`src/lls_consts.svh`:
```
// named constants for the load latency sampler
`ifndef LLS_CONSTS_SVH
`define LLS_CONSTS_SVH
`define LLS_EVT_LOAD_LAT 16'h01CD
`define LLS_LAT_ONE 16'h0001
`define LLS_LAT_MAX 16'hFFFF
`define LLS_PF_CACHE_LAT 16'h0001
`define LLS_CNT_ONE 48'h000000000001
`define LLS_DS4_UNKNOWN 5'h00
`define LLS_DS4_L1_HIT 5'h01
`define LLS_DS4_FB_MERGE 5'h02
`define LLS_DS4_L2_HIT 5'h03
`define LLS_DS4_L3_NOSNOOP 5'h04
`define LLS_DS4_XC_MISS 5'h05
`define LLS_DS4_XC_CLEAN 5'h06
`define LLS_DS4_XC_FWD 5'h07
`define LLS_DS4_LOC_FAR 5'h08
`define LLS_DS4_REM_FAR 5'h09
`define LLS_DS4_LOC_NEAR 5'h0A
`define LLS_DS4_REM_NEAR 5'h0B
`define LLS_DS4_REM_FWD 5'h0C
`define LLS_DS4_REM_HIT_MODIFIED 5'h0D
`define LLS_DS4_IO 5'h0E
`define LLS_DS4_UNCACHE 5'h0F
`define LLS_DS5_UNKNOWN 5'h00
`define LLS_DS5_L1_HIT 5'h01
`define LLS_DS5_FB_MERGE 5'h03
`define LLS_DS5_L2_HIT 5'h05
`define LLS_DS5_MQ_MERGE 5'h06
`define LLS_DS5_L3_HIT 5'h08
`define LLS_DS5_XC_FWD 5'h0C
`define LLS_DS5_XC_HIT_MODIFIED 5'h0D
`define LLS_DS5_MISS_HIT_MODIFIED 5'h0F
`define LLS_DS5_MSC_HIT 5'h10
`define LLS_DS5_MEMORY 5'h11
`endif

```
`src/lls_load_latency_sampler_unused_marker.sv`:
```
// empty compilation unit kept intentionally blank
`timescale 1ns/100ps
`default_nettype none
`default_nettype wire

```
`src/lls_pkg.sv`:
```
// types of the load latency sampler
`default_nettype none
package lls_pkg;
  typedef enum logic [1:0] {
    LLS_IDLE = 2'b00,
    LLS_TRACK = 2'b01,
    LLS_WAITRET = 2'b10
  } lls_state_t;

  // origin class reported by the memory subsystem with the data
  typedef enum logic [4:0] {
    LLS_SRC_UNKNOWN = 5'h00,
    LLS_SRC_L1_HIT = 5'h01,
    LLS_SRC_FILL_BUFFER = 5'h02,
    LLS_SRC_L2_HIT = 5'h03,
    LLS_SRC_L2_MISS_QUEUE = 5'h04,
    LLS_SRC_L3_NOSNOOP = 5'h05,
    LLS_SRC_CROSS_CORE_MISS = 5'h06,
    LLS_SRC_CROSS_CORE_CLEAN = 5'h07,
    LLS_SRC_CROSS_CORE_FWD = 5'h08,
    LLS_SRC_CROSS_CORE_HIT_MODIFIED = 5'h09,
    LLS_SRC_LOCAL_FAR = 5'h0A,
    LLS_SRC_REMOTE_FAR = 5'h0B,
    LLS_SRC_LOCAL_NEAR = 5'h0C,
    LLS_SRC_REMOTE_NEAR = 5'h0D,
    LLS_SRC_REMOTE_FWD = 5'h0E,
    LLS_SRC_REMOTE_HIT_MODIFIED = 5'h0F,
    LLS_SRC_MEMORY_SIDE_CACHE = 5'h10,
    LLS_SRC_MEMORY = 5'h11,
    LLS_SRC_IO = 5'h12,
    LLS_SRC_UNCACHEABLE = 5'h13
  } lls_src_t;

  typedef struct packed {
    logic second_level_tlb_miss;
    logic locked;
    logic data_block;
    logic address_block;
  } lls_flags_t;

  typedef struct packed {
    logic [15:0] inst_latency;
    logic [15:0] cache_latency;
    logic [4:0] data_source;
    lls_flags_t flags;
  } lls_sample_t;

  typedef struct packed {
    lls_state_t fsm;
    logic [15:0] inst_cnt;
    logic [15:0] cache_cnt;
    logic cache_run;
    logic is_pf;
    logic [4:0] src_code;
    lls_flags_t flags;
    logic smp_valid;
    lls_sample_t smp;
    logic [47:0] counter;
  } lls_reg_t;
endpackage : lls_pkg
`default_nettype wire

```
`src/lls_load_latency_sampler.sv`:
```
// load latency measurement, classification and threshold counting
`timescale 1ns/100ps
`default_nettype none
`include "lls_consts.svh"
module lls_load_latency_sampler #(
  parameter bit ENC5 = 1'b0
) (
  input wire logic clk_in,
  input wire logic rstn_in,
  input wire logic dispatch_in,
  input wire logic is_store_in,
  input wire logic is_demand_in,
  input wire logic is_sw_prefetch_in,
  input wire logic cache_access_in,
  input wire logic order_block_in,
  input wire logic data_return_in,
  input wire lls_pkg::lls_src_t data_src_in,
  input wire lls_pkg::lls_flags_t flags_in,
  input wire logic writeback_in,
  input wire logic retire_in,
  input wire logic squash_in,
  input wire logic [15:0] event_select_reg_in,
  input wire logic [15:0] load_latency_threshold_reg_in,
  input wire logic sample_enable_reg_in,
  input wire logic sample_record_group_cfg_in,
  input wire logic enhanced_format_in,
  output logic sample_valid_out,
  output lls_pkg::lls_sample_t sample_out,
  output logic [47:0] event_counter_out
);
  lls_pkg::lls_reg_t st;
  lls_pkg::lls_reg_t next_st;
  logic evt_match;
  logic over_thr;
  logic smp_ok;

  // --------------------------------------------------------------
  // source code mapping
  // --------------------------------------------------------------
  function automatic logic [4:0] map_src(input lls_pkg::lls_src_t s);
    logic [4:0] c;
    c = `LLS_DS4_UNKNOWN;
    if (ENC5) begin
      case (s)
        lls_pkg::LLS_SRC_L1_HIT: c = `LLS_DS5_L1_HIT;
        lls_pkg::LLS_SRC_FILL_BUFFER: c = `LLS_DS5_FB_MERGE;
        lls_pkg::LLS_SRC_L2_HIT: c = `LLS_DS5_L2_HIT;
        lls_pkg::LLS_SRC_L2_MISS_QUEUE: c = `LLS_DS5_MQ_MERGE;
        lls_pkg::LLS_SRC_L3_NOSNOOP: c = `LLS_DS5_L3_HIT;
        lls_pkg::LLS_SRC_CROSS_CORE_MISS: c = `LLS_DS5_L3_HIT;
        lls_pkg::LLS_SRC_CROSS_CORE_CLEAN: c = `LLS_DS5_L3_HIT;
        lls_pkg::LLS_SRC_CROSS_CORE_FWD: c = `LLS_DS5_XC_FWD;
        lls_pkg::LLS_SRC_CROSS_CORE_HIT_MODIFIED: c = `LLS_DS5_XC_HIT_MODIFIED;
        lls_pkg::LLS_SRC_REMOTE_HIT_MODIFIED: c = `LLS_DS5_MISS_HIT_MODIFIED;
        lls_pkg::LLS_SRC_MEMORY_SIDE_CACHE: c = `LLS_DS5_MSC_HIT;
        lls_pkg::LLS_SRC_MEMORY: c = `LLS_DS5_MEMORY;
        lls_pkg::LLS_SRC_LOCAL_FAR: c = `LLS_DS5_MEMORY;
        lls_pkg::LLS_SRC_REMOTE_FAR: c = `LLS_DS5_MEMORY;
        lls_pkg::LLS_SRC_LOCAL_NEAR: c = `LLS_DS5_MEMORY;
        lls_pkg::LLS_SRC_REMOTE_NEAR: c = `LLS_DS5_MEMORY;
        default: c = `LLS_DS5_UNKNOWN;
      endcase
    end else begin
      case (s)
        lls_pkg::LLS_SRC_L1_HIT: c = `LLS_DS4_L1_HIT;
        lls_pkg::LLS_SRC_FILL_BUFFER: c = `LLS_DS4_FB_MERGE;
        lls_pkg::LLS_SRC_L2_HIT: c = `LLS_DS4_L2_HIT;
        lls_pkg::LLS_SRC_L2_MISS_QUEUE: c = `LLS_DS4_L2_HIT;
        lls_pkg::LLS_SRC_L3_NOSNOOP: c = `LLS_DS4_L3_NOSNOOP;
        lls_pkg::LLS_SRC_CROSS_CORE_MISS: c = `LLS_DS4_XC_MISS;
        lls_pkg::LLS_SRC_CROSS_CORE_CLEAN: c = `LLS_DS4_XC_CLEAN;
        lls_pkg::LLS_SRC_CROSS_CORE_FWD: c = `LLS_DS4_XC_FWD;
        lls_pkg::LLS_SRC_CROSS_CORE_HIT_MODIFIED: c = `LLS_DS4_XC_FWD;
        lls_pkg::LLS_SRC_LOCAL_FAR: c = `LLS_DS4_LOC_FAR;
        lls_pkg::LLS_SRC_REMOTE_FAR: c = `LLS_DS4_REM_FAR;
        lls_pkg::LLS_SRC_LOCAL_NEAR: c = `LLS_DS4_LOC_NEAR;
        lls_pkg::LLS_SRC_MEMORY: c = `LLS_DS4_LOC_NEAR;
        lls_pkg::LLS_SRC_MEMORY_SIDE_CACHE: c = `LLS_DS4_LOC_NEAR;
        lls_pkg::LLS_SRC_REMOTE_NEAR: c = `LLS_DS4_REM_NEAR;
        lls_pkg::LLS_SRC_REMOTE_FWD: c = `LLS_DS4_REM_FWD;
        lls_pkg::LLS_SRC_REMOTE_HIT_MODIFIED: c = `LLS_DS4_REM_HIT_MODIFIED;
        lls_pkg::LLS_SRC_IO: c = `LLS_DS4_IO;
        lls_pkg::LLS_SRC_UNCACHEABLE: c = `LLS_DS4_UNCACHE;
        default: c = `LLS_DS4_UNKNOWN;
      endcase
    end
    return c;
  endfunction : map_src

  // --------------------------------------------------------------
  // next state
  // --------------------------------------------------------------
  assign evt_match = (event_select_reg_in == `LLS_EVT_LOAD_LAT);
  assign over_thr = (st.inst_cnt > load_latency_threshold_reg_in);
  assign smp_ok = sample_enable_reg_in && sample_record_group_cfg_in &&
                  enhanced_format_in;

  always_comb begin
    next_st = st;
    next_st.smp_valid = 1'b0;
    case (st.fsm)
      lls_pkg::LLS_IDLE: begin
        if (dispatch_in && is_demand_in && !is_store_in) begin
          next_st.fsm = lls_pkg::LLS_TRACK;
          next_st.inst_cnt = `LLS_LAT_ONE;
          next_st.cache_cnt = 16'h0000;
          next_st.cache_run = 1'b0;
          next_st.is_pf = is_sw_prefetch_in;
          next_st.src_code = map_src(lls_pkg::LLS_SRC_UNKNOWN);
          next_st.flags = '0;
        end
      end
      lls_pkg::LLS_TRACK: begin
        if (st.inst_cnt != `LLS_LAT_MAX) begin
          next_st.inst_cnt = st.inst_cnt + `LLS_LAT_ONE;
        end
        if (st.cache_run && !order_block_in &&
            st.cache_cnt != `LLS_LAT_MAX) begin
          next_st.cache_cnt = st.cache_cnt + `LLS_LAT_ONE;
        end
        if (cache_access_in && st.is_pf) begin
          next_st.cache_cnt = `LLS_PF_CACHE_LAT;
          next_st.src_code = map_src(lls_pkg::LLS_SRC_L1_HIT);
          next_st.flags = flags_in;
          next_st.fsm = lls_pkg::LLS_WAITRET;
        end else begin
          if (cache_access_in && !st.cache_run) begin
            next_st.cache_run = 1'b1;
            next_st.cache_cnt = `LLS_LAT_ONE;
          end
          if (data_return_in) begin
            next_st.cache_run = 1'b0;
            next_st.src_code = map_src(data_src_in);
            next_st.flags = flags_in;
          end
          if (writeback_in) begin
            next_st.cache_run = 1'b0;
            next_st.fsm = lls_pkg::LLS_WAITRET;
          end
        end
      end
      lls_pkg::LLS_WAITRET: begin
        if (retire_in) begin
          next_st.fsm = lls_pkg::LLS_IDLE;
          if (evt_match && over_thr) begin
            next_st.counter = st.counter + `LLS_CNT_ONE;
            next_st.smp_valid = smp_ok;
            if (smp_ok) begin
              next_st.smp.inst_latency = st.inst_cnt;
              next_st.smp.cache_latency = st.cache_cnt;
              next_st.smp.data_source = st.src_code;
              next_st.smp.flags = st.flags;
            end
          end
        end
      end
      default: next_st.fsm = lls_pkg::LLS_IDLE;
    endcase
    if (squash_in) begin
      next_st.fsm = lls_pkg::LLS_IDLE;
      next_st.smp_valid = 1'b0;
      next_st.counter = st.counter;
      next_st.smp = st.smp;
    end
  end

  always_ff @(posedge clk_in or negedge rstn_in) begin
    if (!rstn_in) begin
      st <= '0;
    end else begin
      st <= next_st;
    end
  end

  assign sample_valid_out = st.smp_valid;
  assign sample_out = st.smp;
  assign event_counter_out = st.counter;
endmodule : lls_load_latency_sampler
`default_nettype wire

```
`config.mk`:
```
export PLATFORM = sky130hd
export DESIGN_NAME = lls_load_latency_sampler
export DESIGN_NICKNAME = d
export VERILOG_FILES = /design/src/lls_load_latency_sampler_unused_marker.sv /design/src/lls_pkg.sv /design/src/lls_load_latency_sampler.sv
export VERILOG_INCLUDE_DIRS = /design/src
export SDC_FILE = /design/constraint.sdc
export NUM_CORES = 1
export LEC_CHECK = 0
export ABC_AREA = 1
export BUFFER_PORTS_ARGS = -buffer_cell sky130_fd_sc_hd__buf_2
export CORE_ASPECT_RATIO = 0.5
export CORE_MARGIN = 2
export CORE_UTILIZATION = 62
export CTS_CLUSTER_DIAMETER = 100
export DETAILED_ROUTE_END_ITERATION = 8
export MAX_ROUTING_LAYER = met4
export PLACE_DENSITY = 0.85
export SYNTH_ARGS = -nofsm -noshare
export SYNTH_HDL_FRONTEND = slang
export SYNTH_SLANG_ARGS = --single-unit
```
`constraint.sdc`:
```
create_clock -name clk_in -period 4.6 [get_ports clk_in]
set_clock_uncertainty 0.1 [all_clocks]
set_input_delay 0.23 -clock clk_in [delete_from_list [all_inputs] [get_ports clk_in]]
set_output_delay 0.23 -clock clk_in [all_outputs]
set_load 0.05 [all_outputs]
```
==> impl_metrics.toml <==
[place]
port_buffers = 144
place.gp.congestion = 0.973
hpwl_um = 13900

[global_routing]
grt_pass1_vias = 7332
grt_usage = 0.292
grt_max_degree = 70
antenna_found_initial = 0
grt_pass1_wl_um = 33200
grt_overflow = 0

[floorplanning]
ioPinCount = 146
die_y_um = 86.3
core_um2 = 13400
dieWidth_um = 169
initial_core_util = 0.627
rows = 30
die-area_um2 = 14600

[route]
drt_drc_violations_left = 0
wire_per_inst_um = 13.7
drt_first_pass_iters = 5
wl_met1_um = 8590
drt_iter0_markers = 569
wl_met2_um = 9540
finalWirelength_um = 19600
via_count = 7649
route.met3.wl_um = 1110
vias_per_cell = 5.35
ant_nets = 0
top_layer = "met4"

[power]
power.density_nw_per_um2 = 292
vdd_drop_max_mv = 0.207
p_leak_uw = 0.00469

[synthesis]
synthArstFlopShare = 1.00
synth-main-ff-cell = "dfrtp_1"
yosysUniqueCellTypes = 36
synthTopCellsByArea = "dfrtp_1 (40%), nand2_1 (14%), buf_4 (7.9%)"
synthesis.nets = 1259
ys_warn_count = 0
synth_seq_area_share = 0.396
syn-cell-area_um2 = 8410
synthDominantCellAreaShare = 0.396
synth_cells = 1179
synth_edf_count = 0
avgSynthCellArea_um2 = 7.13
synth_top_area_cell = "dfrtp_1"
synth_seq_cells = 133

[clock_tree]
clk_latency_ns = 0.43
cts_tree = "yes"
cts_resized = 0
ctsLongestPathBuffers = 2
cts_root_buffer = "clkbuf_16"
h-tree-depth = 4
path_clk_slew_ns = 0.07
cts_sinks = 133
numCtsBuffers = 17

[finish]
most-common-layout-cells = "nand2_1 (318), inv_1 (161), buf_2 (143), dfrtp_1 (133), nor2_1 (119)"
post-route-util = 0.691
mostFrequentLayoutCell = "nand2_1"
area_growth_pct = 10.2
antenna_cells = 0
drive_gt1_frac = 0.161
nFillCells = 1154
nNetsFinal = 1320

[critical_path]
crit_fanout = 40
r2r_cells = 9
critPathKind = "reg2reg"
reg2reg_from = "st[130]"
reg2reg_to = "sample_out[32]"
crit_arrival_ns = 3.18
worstPathRequired_ns = 4.85
cp-start-kind = "register"
rrSetupSlack_ns = 1.66
cp-end-kind = "register"

[sta]
tightest_slew_ns = 1.17
rsz0062_at_grt = "false"
holdWs_ns = 0.0397
fmax_mhz = 340
layout_min_cycle_time_ns = 2.94
slew_headroom = 0.217
finalHoldViolCount = 0
finalSetupTns_ns = 0
drv_slew = 0
timing.final.crit_share = 0.639
setup_viol_count_final = 0

[hold_path]
hp-class = "in2reg"
holdPathEnd = "st[133]"
holdPathStages = 4
hold_start = "writeback_in"

[job]
maxCapViolations = 0

[outcome]
status = "finished, final reports clean"
[cell usage after synthesis, drive strengths merged (9+ instances only)]
cell	instances
xor2	11
nor3	27
nand4	26
o21ai	95
a21oi	16
ha	24
buf	106
nand3	102
clkbuf	9
inv	164
dfrtp	133
nor2	127
nand2	319
[sequential cells by signal, summed over array words and instances (netlist names)]
| name | cells |
|---|---|
| sample_out | 40 |
| st | 44 |
| event_counter_out | 48 |
| sample_valid_out | 1 |
[logic make-up after synthesis]
| logic type | after synthesis | share of synthesized area |
|---|---|---|
| AND/OR/NAND/NOR | 609 | 0.311 |
| other | 1 | 0.000446 |
| buffers and inverters | 279 | 0.169 |
| adder cells (fa/ha/maj) | 24 | 0.0357 |
| AO/OA/AOI/OAI | 120 | 0.0741 |
| flip-flops | 133 | 0.396 |
| XOR/XNOR | 13 | 0.0135 |
[area by class of cell]
type	count	area, um^2	area share
Clock inverter	15	165	0.0178
Clock buffer	17	425	0.0459
Timing Repair Buffer	157	841	0.0908
Multi-Input combinational cell	767	3660	0.396
Sequential cell	133	3330	0.359
Tap cell	176	220	0.0238
Inverter	164	616	0.0665
[how the worst max path moves through the flow]
stage,from,to,slack (ns),cells after the start
finish,st[130],sample_out[32],1.66,9
CTS,st[130],sample_out[32],1.67,11
floorplan,st[130],sample_out[10],2.64,8
detailed placement,st[130],sample_out[32],1.68,11
global placement,st[130],sample_out[25],1.77,11
global route,st[126],sample_out[20],1.39,11
[through the flow]
stage / instances / area (um^2) / setup WS, ns / total power (uW)
after floorplan: 1179 / 8410 / 2.64 / 1290
after global placement: 1389 / 8590 / 1.77 / 1360
after detailed placement: 1389 / 8590 / 1.68 / 1360
after CTS: 1428 / 9250 / 1.67 / 2720
after global routing: 1429 / 9260 / 1.39 / 2800
final: 1429 / 9260 / 1.66 / 2700
[critical path, cell delays in order (launching register included)]
cell     delay (ns)
dfrtp_1        0.44
ha_1           0.32
a21oi_1        0.15
o21ai_0        0.08
a21oi_1        0.32
nand2_2        0.19
nand3_2        0.56
buf_4          0.48
nand2_1        0.12
o21ai_1        0.10
[timing repair]
| action | CTS | global route |
|---|---|---|
| hold endpoints to repair | 140 | 1 |
| hold buffers | 7 | 1 |
| setup buffers | 0 | 0 |
[routing by layer]
metal | up-vias | global-route usage
met1 | 3578 | 0.356
met5 | - | -
met4 | 0 | 0.107
met2 | 255 | 0.498
met3 | 39 | 0.0489
li1 | 3777 | -
[report_power, final]
| part | internal (uW) | switching, uW |
|---|---|---|
| Sequential | 1190 | 9.47 |
| Clock | 769 | 586 |
| Combinational | 50.3 | 103 |
| Total | 2000 | 699 |
Power figures use the tool's default switching activity.
